### config.mk
export PLATFORM = sky130hd
export DESIGN_NAME = vme_control_status_registers
export DESIGN_NICKNAME = d
export VERILOG_FILES = /design/src/hdl/csr_pkg.sv /design/src/hdl/vme_control_status_registers.sv
export VERILOG_INCLUDE_DIRS = /design/src /design/src/hdl
export SDC_FILE = /design/constraint.sdc
export NUM_CORES = 1
export LEC_CHECK = 0
export BUFFER_PORTS_ARGS = -buffer_cell sky130_fd_sc_hd__clkbuf_2
export CAP_MARGIN = 20
export CELL_PAD_IN_SITES_DETAIL_PLACEMENT = 1
export CELL_PAD_IN_SITES_GLOBAL_PLACEMENT = 2
export CORE_MARGIN = 3
export CORE_UTILIZATION = 32
export CTS_BUF_LIST = sky130_fd_sc_hd__clkbuf_8
export DETAILED_ROUTE_END_ITERATION = 16
export GPL_ROUTABILITY_DRIVEN = 0
export PLACE_DENSITY = 0.95
export SYNTH_ARGS = -nofsm -noshare
export SYNTH_HDL_FRONTEND = slang
export SYNTH_SLANG_ARGS = --single-unit
export TNS_END_PERCENT = 30
### constraint.sdc
create_clock -name clk -period 4 [get_ports clk]
set_clock_uncertainty 0.2 [all_clocks]
set_input_delay 0.8 -clock clk [delete_from_list [all_inputs] [get_ports clk]]
set_output_delay 0.8 -clock clk [all_outputs]
set_load 0.01 [all_outputs]
### src/hdl/csr_cfg.svh
`ifndef CSR_CFG_SVH
`define CSR_CFG_SVH
// ****************************************
// Register offsets
// ****************************************
`define OFS_FW_REV 16'h1000
`define OFS_SLOT 16'h1002
`define OFS_CHAIN_ADDR 16'h1004
`define OFS_BIT_SET 16'h1006
`define OFS_BIT_CLR 16'h1008
`define OFS_IRQ_LEVEL 16'h100a
`define OFS_IRQ_VECTOR 16'h100c
`define OFS_STATUS 16'h100e
// ****************************************
// Reset values
// ****************************************
`define RST_FW_REV 16'h0000
`define RST_SLOT 5'h1f
`define RST_CHAIN_ADDR 8'haa
`define RST_IRQ_LEVEL 3'h0
`define RST_IRQ_VECTOR 8'h00
// ****************************************
// Control bit positions
// ****************************************
`define BIT_BERR 3
`define BIT_SEL_ADDR 4
`define BIT_SOFT_RST 7
// ****************************************
// Status bit positions
// ****************************************
`define ST_EVENT_AVAIL 0
`define ST_CHAIN_PEND 1
`define ST_BUSY 2
`define ST_GLOBAL_BUSY 3
`define ST_SLOT_MISSING 4
`define ST_PURGED 5
`define ST_TERM_ON 6
`define ST_TERM_OFF 7
`define ST_THRESHOLD 8
`endif

### src/hdl/csr_pkg.sv
package csr_pkg;
    // ****************************************
    // Access from the bus front end
    // ****************************************
    typedef struct packed {
        logic valid;
        logic write;
        logic [15:0] addr;
        logic [15:0] data;
    } bus_req_s;
    // ****************************************
    // Live state from the rest of the module
    // ****************************************
    typedef struct packed {
        logic event_available;
        logic conv_busy;
        logic buffer_full;
        logic mem_test;
        logic purged;
        logic bus_error_event;
        logic irq_requested;
        logic [4:0] trigger_count;
        logic [4:0] stored_events;
    } core_status_s;
endpackage

### src/hdl/vme_control_status_registers.sv
`timescale 1ns/1ps
`include "csr_cfg.svh"
// Functional notes
// - Revision location reads a fixed 16-bit value; writes ignored.
// - Slot position reloads from the backplane slot lines on every reset.
// - Five slot bits match configuration address bits A23 to A19.
// - Without slot lines the slot register is writable, default all ones.
// - With slot lines a slot write gets no acknowledge.
// - Written slot value takes effect only after a following reset.
// - Chain address register is read/write, resets to 0xaa.
// - Bit-set write sets ones, leaves zeros; read returns state.
// - Bit-clear write clears ones, leaves zeros; read returns state.
// - Bus-error flag bit 3 set by hardware or software, cleared by resets.
// - Address select bit 4: zero rotary switch, one decoder registers.
// - Soft reset bit holds reset until cleared via bit-clear.
// - Control bits other than bus-error clear only on hardware reset or bit-clear, not on soft reset.
// - Interrupt level is 3 bits, default zero, zero disables interrupts.
// - Vector byte is driven during interrupt acknowledge; default 0x00.
// - Status shows event available when buffer holds a complete event.
// - Global ready and busy are OR of chain lines.
// - Busy while converting, resetting, buffer full or memory test.
// - Missing-slot flag set when no slot lines exist.
// - Purged flag set once this board finished chained transfer.
// - Term-on flag when all on, term-off flag when all off.
// - Threshold flag when trigger count >= stored count with request and level.
module vme_control_status_registers #(
    parameter bit HAS_SLOT_LINES = 1'b1,
    parameter logic [15:0] FW_REVISION = `RST_FW_REV
) (
    // Clock and reset
    input wire logic clk,
    input wire logic rst,
    // Register access
    input csr_pkg::bus_req_s bus_req,
    output logic bus_ack,
    output logic [15:0] bus_rdata,
    // Interrupt acknowledge
    input wire logic iack,
    output logic iack_valid,
    output logic [7:0] iack_vector,
    // Pins from the backplane and chain
    input wire logic [4:0] slot_number_lines,
    input wire logic chain_ready_line,
    input wire logic chain_busy_line,
    input wire logic all_term_on,
    input wire logic all_term_off,
    // Module internals
    input wire logic reset_pulse,
    input csr_pkg::core_status_s core,
    // Controls out
    output logic module_reset,
    output logic addr_from_decoder,
    output logic bus_error_flag,
    output logic [4:0] slot_position,
    output logic [7:0] chain_address,
    output logic [2:0] irq_level,
    output logic irq_enable,
    output logic busy_out,
    output logic [15:0] status_word
);
    import csr_pkg::*;

    // ****************************************
    // State
    // ****************************************
    typedef struct packed {
        logic [4:0] slot_s1;
        logic [4:0] slot_s2;
        logic [1:0] ready_s;
        logic [1:0] busy_s;
        logic [1:0] ton_s;
        logic [1:0] toff_s;
        logic load_pending;
        logic [4:0] slot_written;
        logic [4:0] slot;
        logic [7:0] chain_addr;
        logic berr;
        logic sel_addr;
        logic soft_rst;
        logic [2:0] level;
        logic [7:0] vector;
        logic ack;
        logic [15:0] rdata;
        logic iack_v;
        logic [7:0] iack_vec;
        logic mod_rst;
        logic busy;
        logic irq_en;
        logic [15:0] status;
    } state_s;

    state_s state_q;
    state_s state_d;

    logic wr;
    logic rd;
    logic [15:0] ctrl_word;
    logic any_soft_reset;
    logic [15:0] status_now;

    // ****************************************
    // Decoded strobes and combined words
    // ****************************************
    always_comb begin
        wr = bus_req.valid & bus_req.write;
        rd = bus_req.valid & ~bus_req.write;
        ctrl_word = 16'h0000;
        ctrl_word[`BIT_BERR] = state_q.berr;
        ctrl_word[`BIT_SEL_ADDR] = state_q.sel_addr;
        ctrl_word[`BIT_SOFT_RST] = state_q.soft_rst;
        // A held reset and a one-shot reset both count as soft resets
        any_soft_reset = state_q.soft_rst | reset_pulse;
    end

    always_comb begin
        status_now = 16'h0000;
        status_now[`ST_EVENT_AVAIL] = core.event_available;
        status_now[`ST_CHAIN_PEND] = state_q.ready_s[1];
        status_now[`ST_GLOBAL_BUSY] = state_q.busy_s[1];
        status_now[`ST_BUSY] = core.conv_busy
            | any_soft_reset
            | state_q.load_pending
            | core.buffer_full
            | core.mem_test;
        status_now[`ST_SLOT_MISSING] = ~HAS_SLOT_LINES;
        status_now[`ST_PURGED] = core.purged;
        status_now[`ST_TERM_ON] = state_q.ton_s[1];
        status_now[`ST_TERM_OFF] = state_q.toff_s[1];
        status_now[`ST_THRESHOLD] = (core.trigger_count >= core.stored_events)
            & core.irq_requested
            & (state_q.level != 3'h0);
    end

    // ****************************************
    // Next state
    // ****************************************
    always_comb begin
        state_d = state_q;

        // Pin synchronisers: first stage feeds only the second
        state_d.slot_s1 = slot_number_lines;
        state_d.slot_s2 = state_q.slot_s1;
        state_d.ready_s = {state_q.ready_s[0], chain_ready_line};
        state_d.busy_s = {state_q.busy_s[0], chain_busy_line};
        state_d.ton_s = {state_q.ton_s[0], all_term_on};
        state_d.toff_s = {state_q.toff_s[0], all_term_off};

        state_d.ack = 1'b0;
        state_d.rdata = 16'h0000;
        state_d.iack_v = 1'b0;

        // Slot position is taken on the first clean cycle after any reset,
        // so the synchronised lines have settled before they are trusted
        if (any_soft_reset) begin
            state_d.load_pending = 1'b1;
        end else if (state_q.load_pending) begin
            state_d.load_pending = 1'b0;
            if (HAS_SLOT_LINES) begin
                state_d.slot = state_q.slot_s2;
            end else begin
                state_d.slot = state_q.slot_written;
            end
        end

        if (wr) begin
            case (bus_req.addr)
                `OFS_FW_REV: begin
                    state_d.ack = 1'b1;
                end
                `OFS_SLOT: begin
                    // With slot lines the write is left unanswered
                    if (!HAS_SLOT_LINES) begin
                        state_d.slot_written = bus_req.data[4:0];
                        state_d.ack = 1'b1;
                    end
                end
                `OFS_CHAIN_ADDR: begin
                    state_d.chain_addr = bus_req.data[7:0];
                    state_d.ack = 1'b1;
                end
                `OFS_BIT_SET: begin
                    if (bus_req.data[`BIT_BERR]) begin
                        state_d.berr = 1'b1;
                    end
                    if (bus_req.data[`BIT_SEL_ADDR]) begin
                        state_d.sel_addr = 1'b1;
                    end
                    if (bus_req.data[`BIT_SOFT_RST]) begin
                        state_d.soft_rst = 1'b1;
                    end
                    state_d.ack = 1'b1;
                end
                `OFS_BIT_CLR: begin
                    if (bus_req.data[`BIT_BERR]) begin
                        state_d.berr = 1'b0;
                    end
                    if (bus_req.data[`BIT_SEL_ADDR]) begin
                        state_d.sel_addr = 1'b0;
                    end
                    if (bus_req.data[`BIT_SOFT_RST]) begin
                        state_d.soft_rst = 1'b0;
                    end
                    state_d.ack = 1'b1;
                end
                `OFS_IRQ_LEVEL: begin
                    state_d.level = bus_req.data[2:0];
                    state_d.ack = 1'b1;
                end
                `OFS_IRQ_VECTOR: begin
                    state_d.vector = bus_req.data[7:0];
                    state_d.ack = 1'b1;
                end
                `OFS_STATUS: begin
                    state_d.ack = 1'b1;
                end
                default: begin
                    // Unmapped offsets belong to other blocks
                    state_d.ack = 1'b0;
                end
            endcase
        end

        if (rd) begin
            state_d.ack = 1'b1;
            case (bus_req.addr)
                `OFS_FW_REV: begin
                    state_d.rdata = FW_REVISION;
                end
                `OFS_SLOT: begin
                    state_d.rdata = {11'h000, state_q.slot};
                end
                `OFS_CHAIN_ADDR: begin
                    state_d.rdata = {8'h00, state_q.chain_addr};
                end
                `OFS_BIT_SET: begin
                    state_d.rdata = ctrl_word;
                end
                `OFS_BIT_CLR: begin
                    state_d.rdata = ctrl_word;
                end
                `OFS_IRQ_LEVEL: begin
                    state_d.rdata = {13'h0000, state_q.level};
                end
                `OFS_IRQ_VECTOR: begin
                    state_d.rdata = {8'h00, state_q.vector};
                end
                `OFS_STATUS: begin
                    state_d.rdata = status_now;
                end
                default: begin
                    state_d.ack = 1'b0;
                end
            endcase
        end

        // Soft reset clears only the bus-error flag
        if (any_soft_reset) begin
            state_d.berr = 1'b0;
        end
        // A hardware bus error wins over a same-cycle soft-reset or bit-clear clear; a hardware reset still clears it
        if (core.bus_error_event) begin
            state_d.berr = 1'b1;
        end

        if (iack && state_q.level != 3'h0) begin
            state_d.iack_v = 1'b1;
            state_d.iack_vec = state_q.vector;
        end

        state_d.mod_rst = any_soft_reset | state_q.load_pending;
        state_d.busy = status_now[`ST_BUSY];
        state_d.irq_en = (state_d.level != 3'h0);
        state_d.status = status_now;
    end

    // ****************************************
    // Registers
    // ****************************************
    always_ff @(posedge clk) begin
        if (rst) begin
            // Synchronisers keep sampling through reset, so the reload
            // right after release already sees settled slot lines
            state_q.slot_s1 <= state_d.slot_s1;
            state_q.slot_s2 <= state_d.slot_s2;
            state_q.ready_s <= state_d.ready_s;
            state_q.busy_s <= state_d.busy_s;
            state_q.ton_s <= state_d.ton_s;
            state_q.toff_s <= state_d.toff_s;
            state_q.load_pending <= 1'b1;
            state_q.slot_written <= `RST_SLOT;
            state_q.slot <= `RST_SLOT;
            state_q.chain_addr <= `RST_CHAIN_ADDR;
            state_q.berr <= 1'b0;
            state_q.sel_addr <= 1'b0;
            state_q.soft_rst <= 1'b0;
            state_q.level <= `RST_IRQ_LEVEL;
            state_q.vector <= `RST_IRQ_VECTOR;
            state_q.ack <= 1'b0;
            state_q.rdata <= 16'h0000;
            state_q.iack_v <= 1'b0;
            state_q.iack_vec <= 8'h00;
            state_q.mod_rst <= 1'b1;
            state_q.busy <= 1'b1;
            state_q.irq_en <= 1'b0;
            state_q.status <= 16'h0000;
        end else begin
            state_q <= state_d;
        end
    end

    // ****************************************
    // Outputs, all straight from flip-flops
    // ****************************************
    assign bus_ack = state_q.ack;
    assign bus_rdata = state_q.rdata;
    assign iack_valid = state_q.iack_v;
    assign iack_vector = state_q.iack_vec;
    assign module_reset = state_q.mod_rst;
    assign addr_from_decoder = state_q.sel_addr;
    assign bus_error_flag = state_q.berr;
    assign slot_position = state_q.slot;
    assign chain_address = state_q.chain_addr;
    assign irq_level = state_q.level;
    // Level zero disables interrupt generation
    assign irq_enable = state_q.irq_en;
    assign busy_out = state_q.busy;
    assign status_word = state_q.status;

endmodule

Yosys cells after proc, flatten, opt, wreduce, memory -nomap -nowiden

Index checks and enable logic that the tools add are counted.

Bits in registers: 91
Input bits: 64
Output and inout port bits: 63
Logic and storage cells: 85

$lt $le $gt $ge: 1
Equality and inequality tests: 14
Mux-type cells: 18
Bitwise operators: 13
Reductions and logical operators: 16

Operators with widths:

| kind                   | count |
|---|---|
| $eq A16 B13 Y1 const B | 8 |
| $pmux W9 S6            | 1 |
| $mux W17               | 1 |
| $mux W15               | 1 |
| $reduce_and A4 Y1      | 3 |
| $mux W1                | 11 |
| $mux W9                | 1 |
| $reduce_bool A3 Y1     | 3 |
| $mux W8                | 1 |
| $ne A2 B2 Y1 const B   | 4 |
| $ne A4 B4 Y1 const B   | 2 |
| $reduce_or A8 Y1       | 1 |
| $reduce_or A7 Y1       | 1 |
| $or A1 B1 Y1           | 6 |
| $pmux W3 S2            | 1 |
| $reduce_and A2 Y1      | 3 |
| $ge A5 B5 Y1           | 1 |
| $and A1 B1 Y1          | 4 |
| $reduce_bool A4 Y1     | 1 |
| $reduce_or A2 Y1       | 2 |
| $mux W3                | 1 |
| $not A1 Y1             | 3 |
| $reduce_bool A2 Y1     | 1 |
| $logic_and A1 B1 Y1    | 1 |

Logic depth before layout (Yosys ltp)

Word-level depth: 7
Gate-level depth with buffers: 6
Depth with buffers taken out: 6

Worst setup path after synthesis

No wires, ideal clock.

Path kind: input -> register
Start: input bus_req[21] (netlist name)
End: register state_q[45] (netlist name)
Setup time: 0.132 ns
Arrival: 2.311 ns
Required time: 3.668 ns
Path slack: 1.357 ns
Cell stages on the path: 6
Buffers on the path: 2
Cell sequence: or4_1 buf_4 or4_1 buf_2 o21ai_1 a21oi_1

Cells in the longest elaborated chain, start to end: 2

RTL lines:

| item                               | line                                | text |
|---|---|---|
| start, declared                    | vme_control_status_registers.sv:34  | `input csr_pkg::bus_req_s bus_req,` |
| $eq A16 B13 Y1                     | vme_control_status_registers.sv:166 | `case (bus_req.addr)` |
| $reduce_and A2 Y1 (no source line) | -                                   |  |
| end signal, assigned               | vme_control_status_registers.sv:307 | `state_q <= state_d;` |
| end, declared                      | vme_control_status_registers.sv:92  | `state_s state_q;` |

Every way passes these cells.
A chain may end at the register's enable or synchronous reset.

Final worst setup path

Start: input bus_req[21] (netlist name)
End: register state_q (netlist bit bus_rdata[4])

Cells in the longest elaborated chain, start to end: 3
Elaborated cells on any way between the ends: 9
Classes of those cells: eq/ne: 7; mux: 1; reduce/logical: 1

RTL lines:

| item                              | line                                | text |
|---|---|---|
| $eq A16 B13 Y1                    | vme_control_status_registers.sv:225 | `case (bus_req.addr)` |
| $reduce_or A2 Y1 (no source line) | -                                   |  |
| $pmux W9 S6 (*)                   | vme_control_status_registers.sv:225 |  |

Every way passes the cells marked *; elsewhere a longest branch is shown, timed or not.

==> results.md <==
- Setup TNS: 0 ns
- Internal: 1036 uW
- Hold violation total from the final report: 0
- Hold Path Sink: state_q[87]$_DFF_P_
- Setup CP Type: in -> reg
- RSZ-0062 raised after global routing: false
- Dpl ws: 0.7966 ns
- # Max-Cap Violations: 0
- Switching Fraction: about 25%
- Worst reg-to-reg setup slack: ~2.2 ns
- Critical Path AT: around 2.9 ns
- Die Y: ~110 um
- Status: complete, no violations
- Nature of the critical path startpoint: primary input
- Most common cell after layout, fill and taps aside: clkbuf_2
- Unique masters post-synth: between 40 and 50
- Top Ports: approximately 130
- Placed Area: roughly 0.0036 sq mm
- Number of diodes: 0
- Hold Path Origin: state_d[87]$_DFF_P_
- Post-Syn Instances: between 300 and 400
- Clock network fraction of total power: 35.2%
- Final Cell Area: 0.003741 sq mm
- Register Area: around 0.0015 sq mm
- Area of the multi-input gates: between 0.001 and 0.0015 sq mm
- Setup bufs post-CTS: 0
- Area of the die: 0.01171 sq mm
- Hpwl dp: slightly below 7000 um
- DR pass1 iterations: 4
- Nets: ~480
- Initial Utilization: 33.58%
- Port Buffer Count: 103
- Worst Hold Depth: 0
- FMAX: approximately 350 MHz
- Ys Warns: 0
- Worst VDD drop: approximately 180 uV
- Cell Pwr Density: 370.4 mW/mm^2
- Final Cycle Share: roughly 72%
- Final worst path period need: 2.871 ns
- Synth-to-layout area growth: 11.90%
- Clk slew on worst S/H paths: approximately 0.07 ns
- Final setup viols: 0
- H-tree levels: 3
- Part of the power in registers: a little under three fifths
- Worst-margin pin slew: between 0.7 and 0.8 ns
- Worst skew pair latency: 0.34 ns
- Ys async rst share: 0%
- Fill cells: ~1.2k
- Hold_ws: between 0.1 and 0.15 ns
- Drt total wl: ~9000 um
- Via count of the first global-routing pass: 2786
- Final Max Tran Viols: 0
- Core Area: approximately 0.01 sq mm
- Fin util: 37.58%
- Flops & latches, synth: 76
- Seq/Total Area, Yosys: 45.51%
- Net Switching: 349.6 uW
- Post-synth EDFFs: 0
- Main synth FF type: dfxtp_1
- Initial antenna violation count: 0
- Clk sinks: 76
- Post_cts resized: 0
- Post-Syn Area: ~0.0033 sq mm
- Total gr overflow: 0
- Core Rows: 36
- Worst hold path class: reg -> reg
- Cts bufs inserted: 9
- Via density: around 5.0
- CTS Hold Bufs: 0
- Most frequent cells in the layout: 103 x clkbuf_2, 76 x dfxtp_1, 30 x a21oi_1
- Origin of the critical flop-to-flop path: irq_level[1]$_SDFF_PP0_
- CP Capture Type: register
- Final ANT Viol Nets: 0
- Initial drt markers: approximately 180
- TritonCTS clock tree: built
- Setup WS post-layout: around 1.1 ns
- Post-Syn Area per Cell: between 9 and 10 sq um
- Rel. slew slack: a little under half
- DR WL/cell: roughly 17 um
- Largest net degree at the start of global routing: 48
- Worst reg2reg path endpoint: iack_vector[2]$_SDFFE_PP0P_
- Longest Clk Path Bufs: 2
- Die Wd: around 110 um
- Global Route Usage Sum: 15.89%
- CTS Root Buffer Type: clkbuf_8
- WP data required: about 4.1 ns
- R2R depth: 4
- Share of cells above drive strength 1: 31.48%
- Drt drc: 0
- Via count: between 2k and 3k
- First-pass GRT wire length: roughly 14000 um
- CP Max Fanout: 11
- Comb power frac: under 10%
- Leak Pwr: 0.001608 uW
-- synthesized netlist by cell type (3+ instances only) --
| master | n | share of area, % |
|---|---|---|
| nand2b_1 | 3 | 0.56 |
| a211o_1 | 9 | 2.4 |
| nor4_4 | 4 | 2.5 |
| a22oi_1 | 4 | 0.90 |
| clkbuf_1 | 13 | 1.5 |
| and3_1 | 11 | 2.1 |
| o21ai_0 | 9 | 1.3 |
| inv_1 | 7 | 0.79 |
| o21ai_1 | 8 | 1.2 |
| a21oi_1 | 30 | 4.5 |
| ha_1 | 5 | 1.9 |
| dfxtp_1 | 76 | 46 |
| nor2b_1 | 6 | 1.1 |
| nor3_1 | 3 | 0.45 |
| buf_4 | 59 | 13 |
| a222oi_1 | 3 | 0.90 |
| nand2_1 | 14 | 1.6 |
| nand3_1 | 27 | 4.0 |
| or4_1 | 5 | 1.1 |
| a41oi_1 | 3 | 0.79 |
| mux2i_1 | 4 | 1.2 |
| nor4_1 | 3 | 0.56 |
| a31oi_1 | 3 | 0.56 |
| nand4_1 | 3 | 0.56 |
| nor2_1 | 9 | 1.0 |
-- worst max-delay path, stage by stage --
cell,delay [ns]
clkbuf_2,0.07
or4_1,0.80
nor4_4,0.62
o311ai_2,0.40
a31oi_1,0.24
-- registers in the layout (all words and copies together), names as in the netlist, 3 cells and up --
| register | flops |
|---|---|
| status_word | 8 |
| state_q | 14 |
| state_d | 13 |
| iack_vector | 8 |
| chain_address | 8 |
| irq_level | 3 |
| slot_position | 5 |
| bus_rdata | 9 |
-- power groups by stage --
stage	Sequential (uW)	Combinational [uW]	Clock, uW
final	784	114	487
after global routing	786	127	549
after CTS	784	115	506
after detailed placement	802	114	0
after global placement	802	110	0
after floorplan	799	83.2	0
-- logic make-up (layout without fill, tap and decap cells) --
logic type               count (synthesis)  count (layout)  synth area share (%)
flip-flops                              76              76                 45.51
multiplexers                             4               4                 1.198
adder cells (fa/ha/maj)                  5               5                 1.871
AO/OA/AOI/OAI                           83              83                 16.17
AND/OR/NAND/NOR                        101             101                 18.68
other                                    1              15                0.1122
buffers and inverters                   83             129                 16.47
-- per-stage QoR --
stage | total power, uW | instances
finish | 1386 | 546
global route | 1462 | 546
CTS | 1405 | 546
detailed placement | 915.9 | 531
global placement | 912.1 | 531
floorplan | 881.8 | 367
-- per-layer routing --
| layer | wire, um | global-route usage, % | share of wire (%) | vias up |
|---|---|---|---|---|
| met4 | 119 | 6.222 | 1.3 | 0 |
| met3 | 666 | 4.716 | 7.4 | 8 |
| li1 | - | - | - | 1309 |
| met1 | 3930 | 19.88 | 44 | 1307 |
| met5 | 0 | 0 | 0 | - |
| met2 | 4313 | 25.71 | 48 | 92 |
-- how the worst max path moves through the flow --
stage	slack, ns	cells past startpoint	start	end
CTS	1.15	5	bus_req[21]	bus_rdata[4]$_SDFF_PP0_
global placement	0.85	5	bus_req[21]	bus_rdata[3]$_SDFF_PP0_
floorplan	1.36	6	bus_req[21]	state_q[45]$_SDFFE_PP0P_
finish	1.13	5	bus_req[21]	bus_rdata[4]$_SDFF_PP0_
global route	1.02	5	bus_req[21]	bus_rdata[3]$_SDFF_PP0_
detailed placement	0.80	5	bus_req[21]	bus_rdata[4]$_SDFF_PP0_
-- area by class of cell --
class	instances	area share, %
clock buffer	9	3.311
sequential	76	40.67
multi-input combinational	208	35.38
tap	133	4.448
clock inverter	6	0.9030
inverter	7	0.7023
timing repair buffer	107	14.58
No activity file was read; power rests on OpenSTA's default activity.
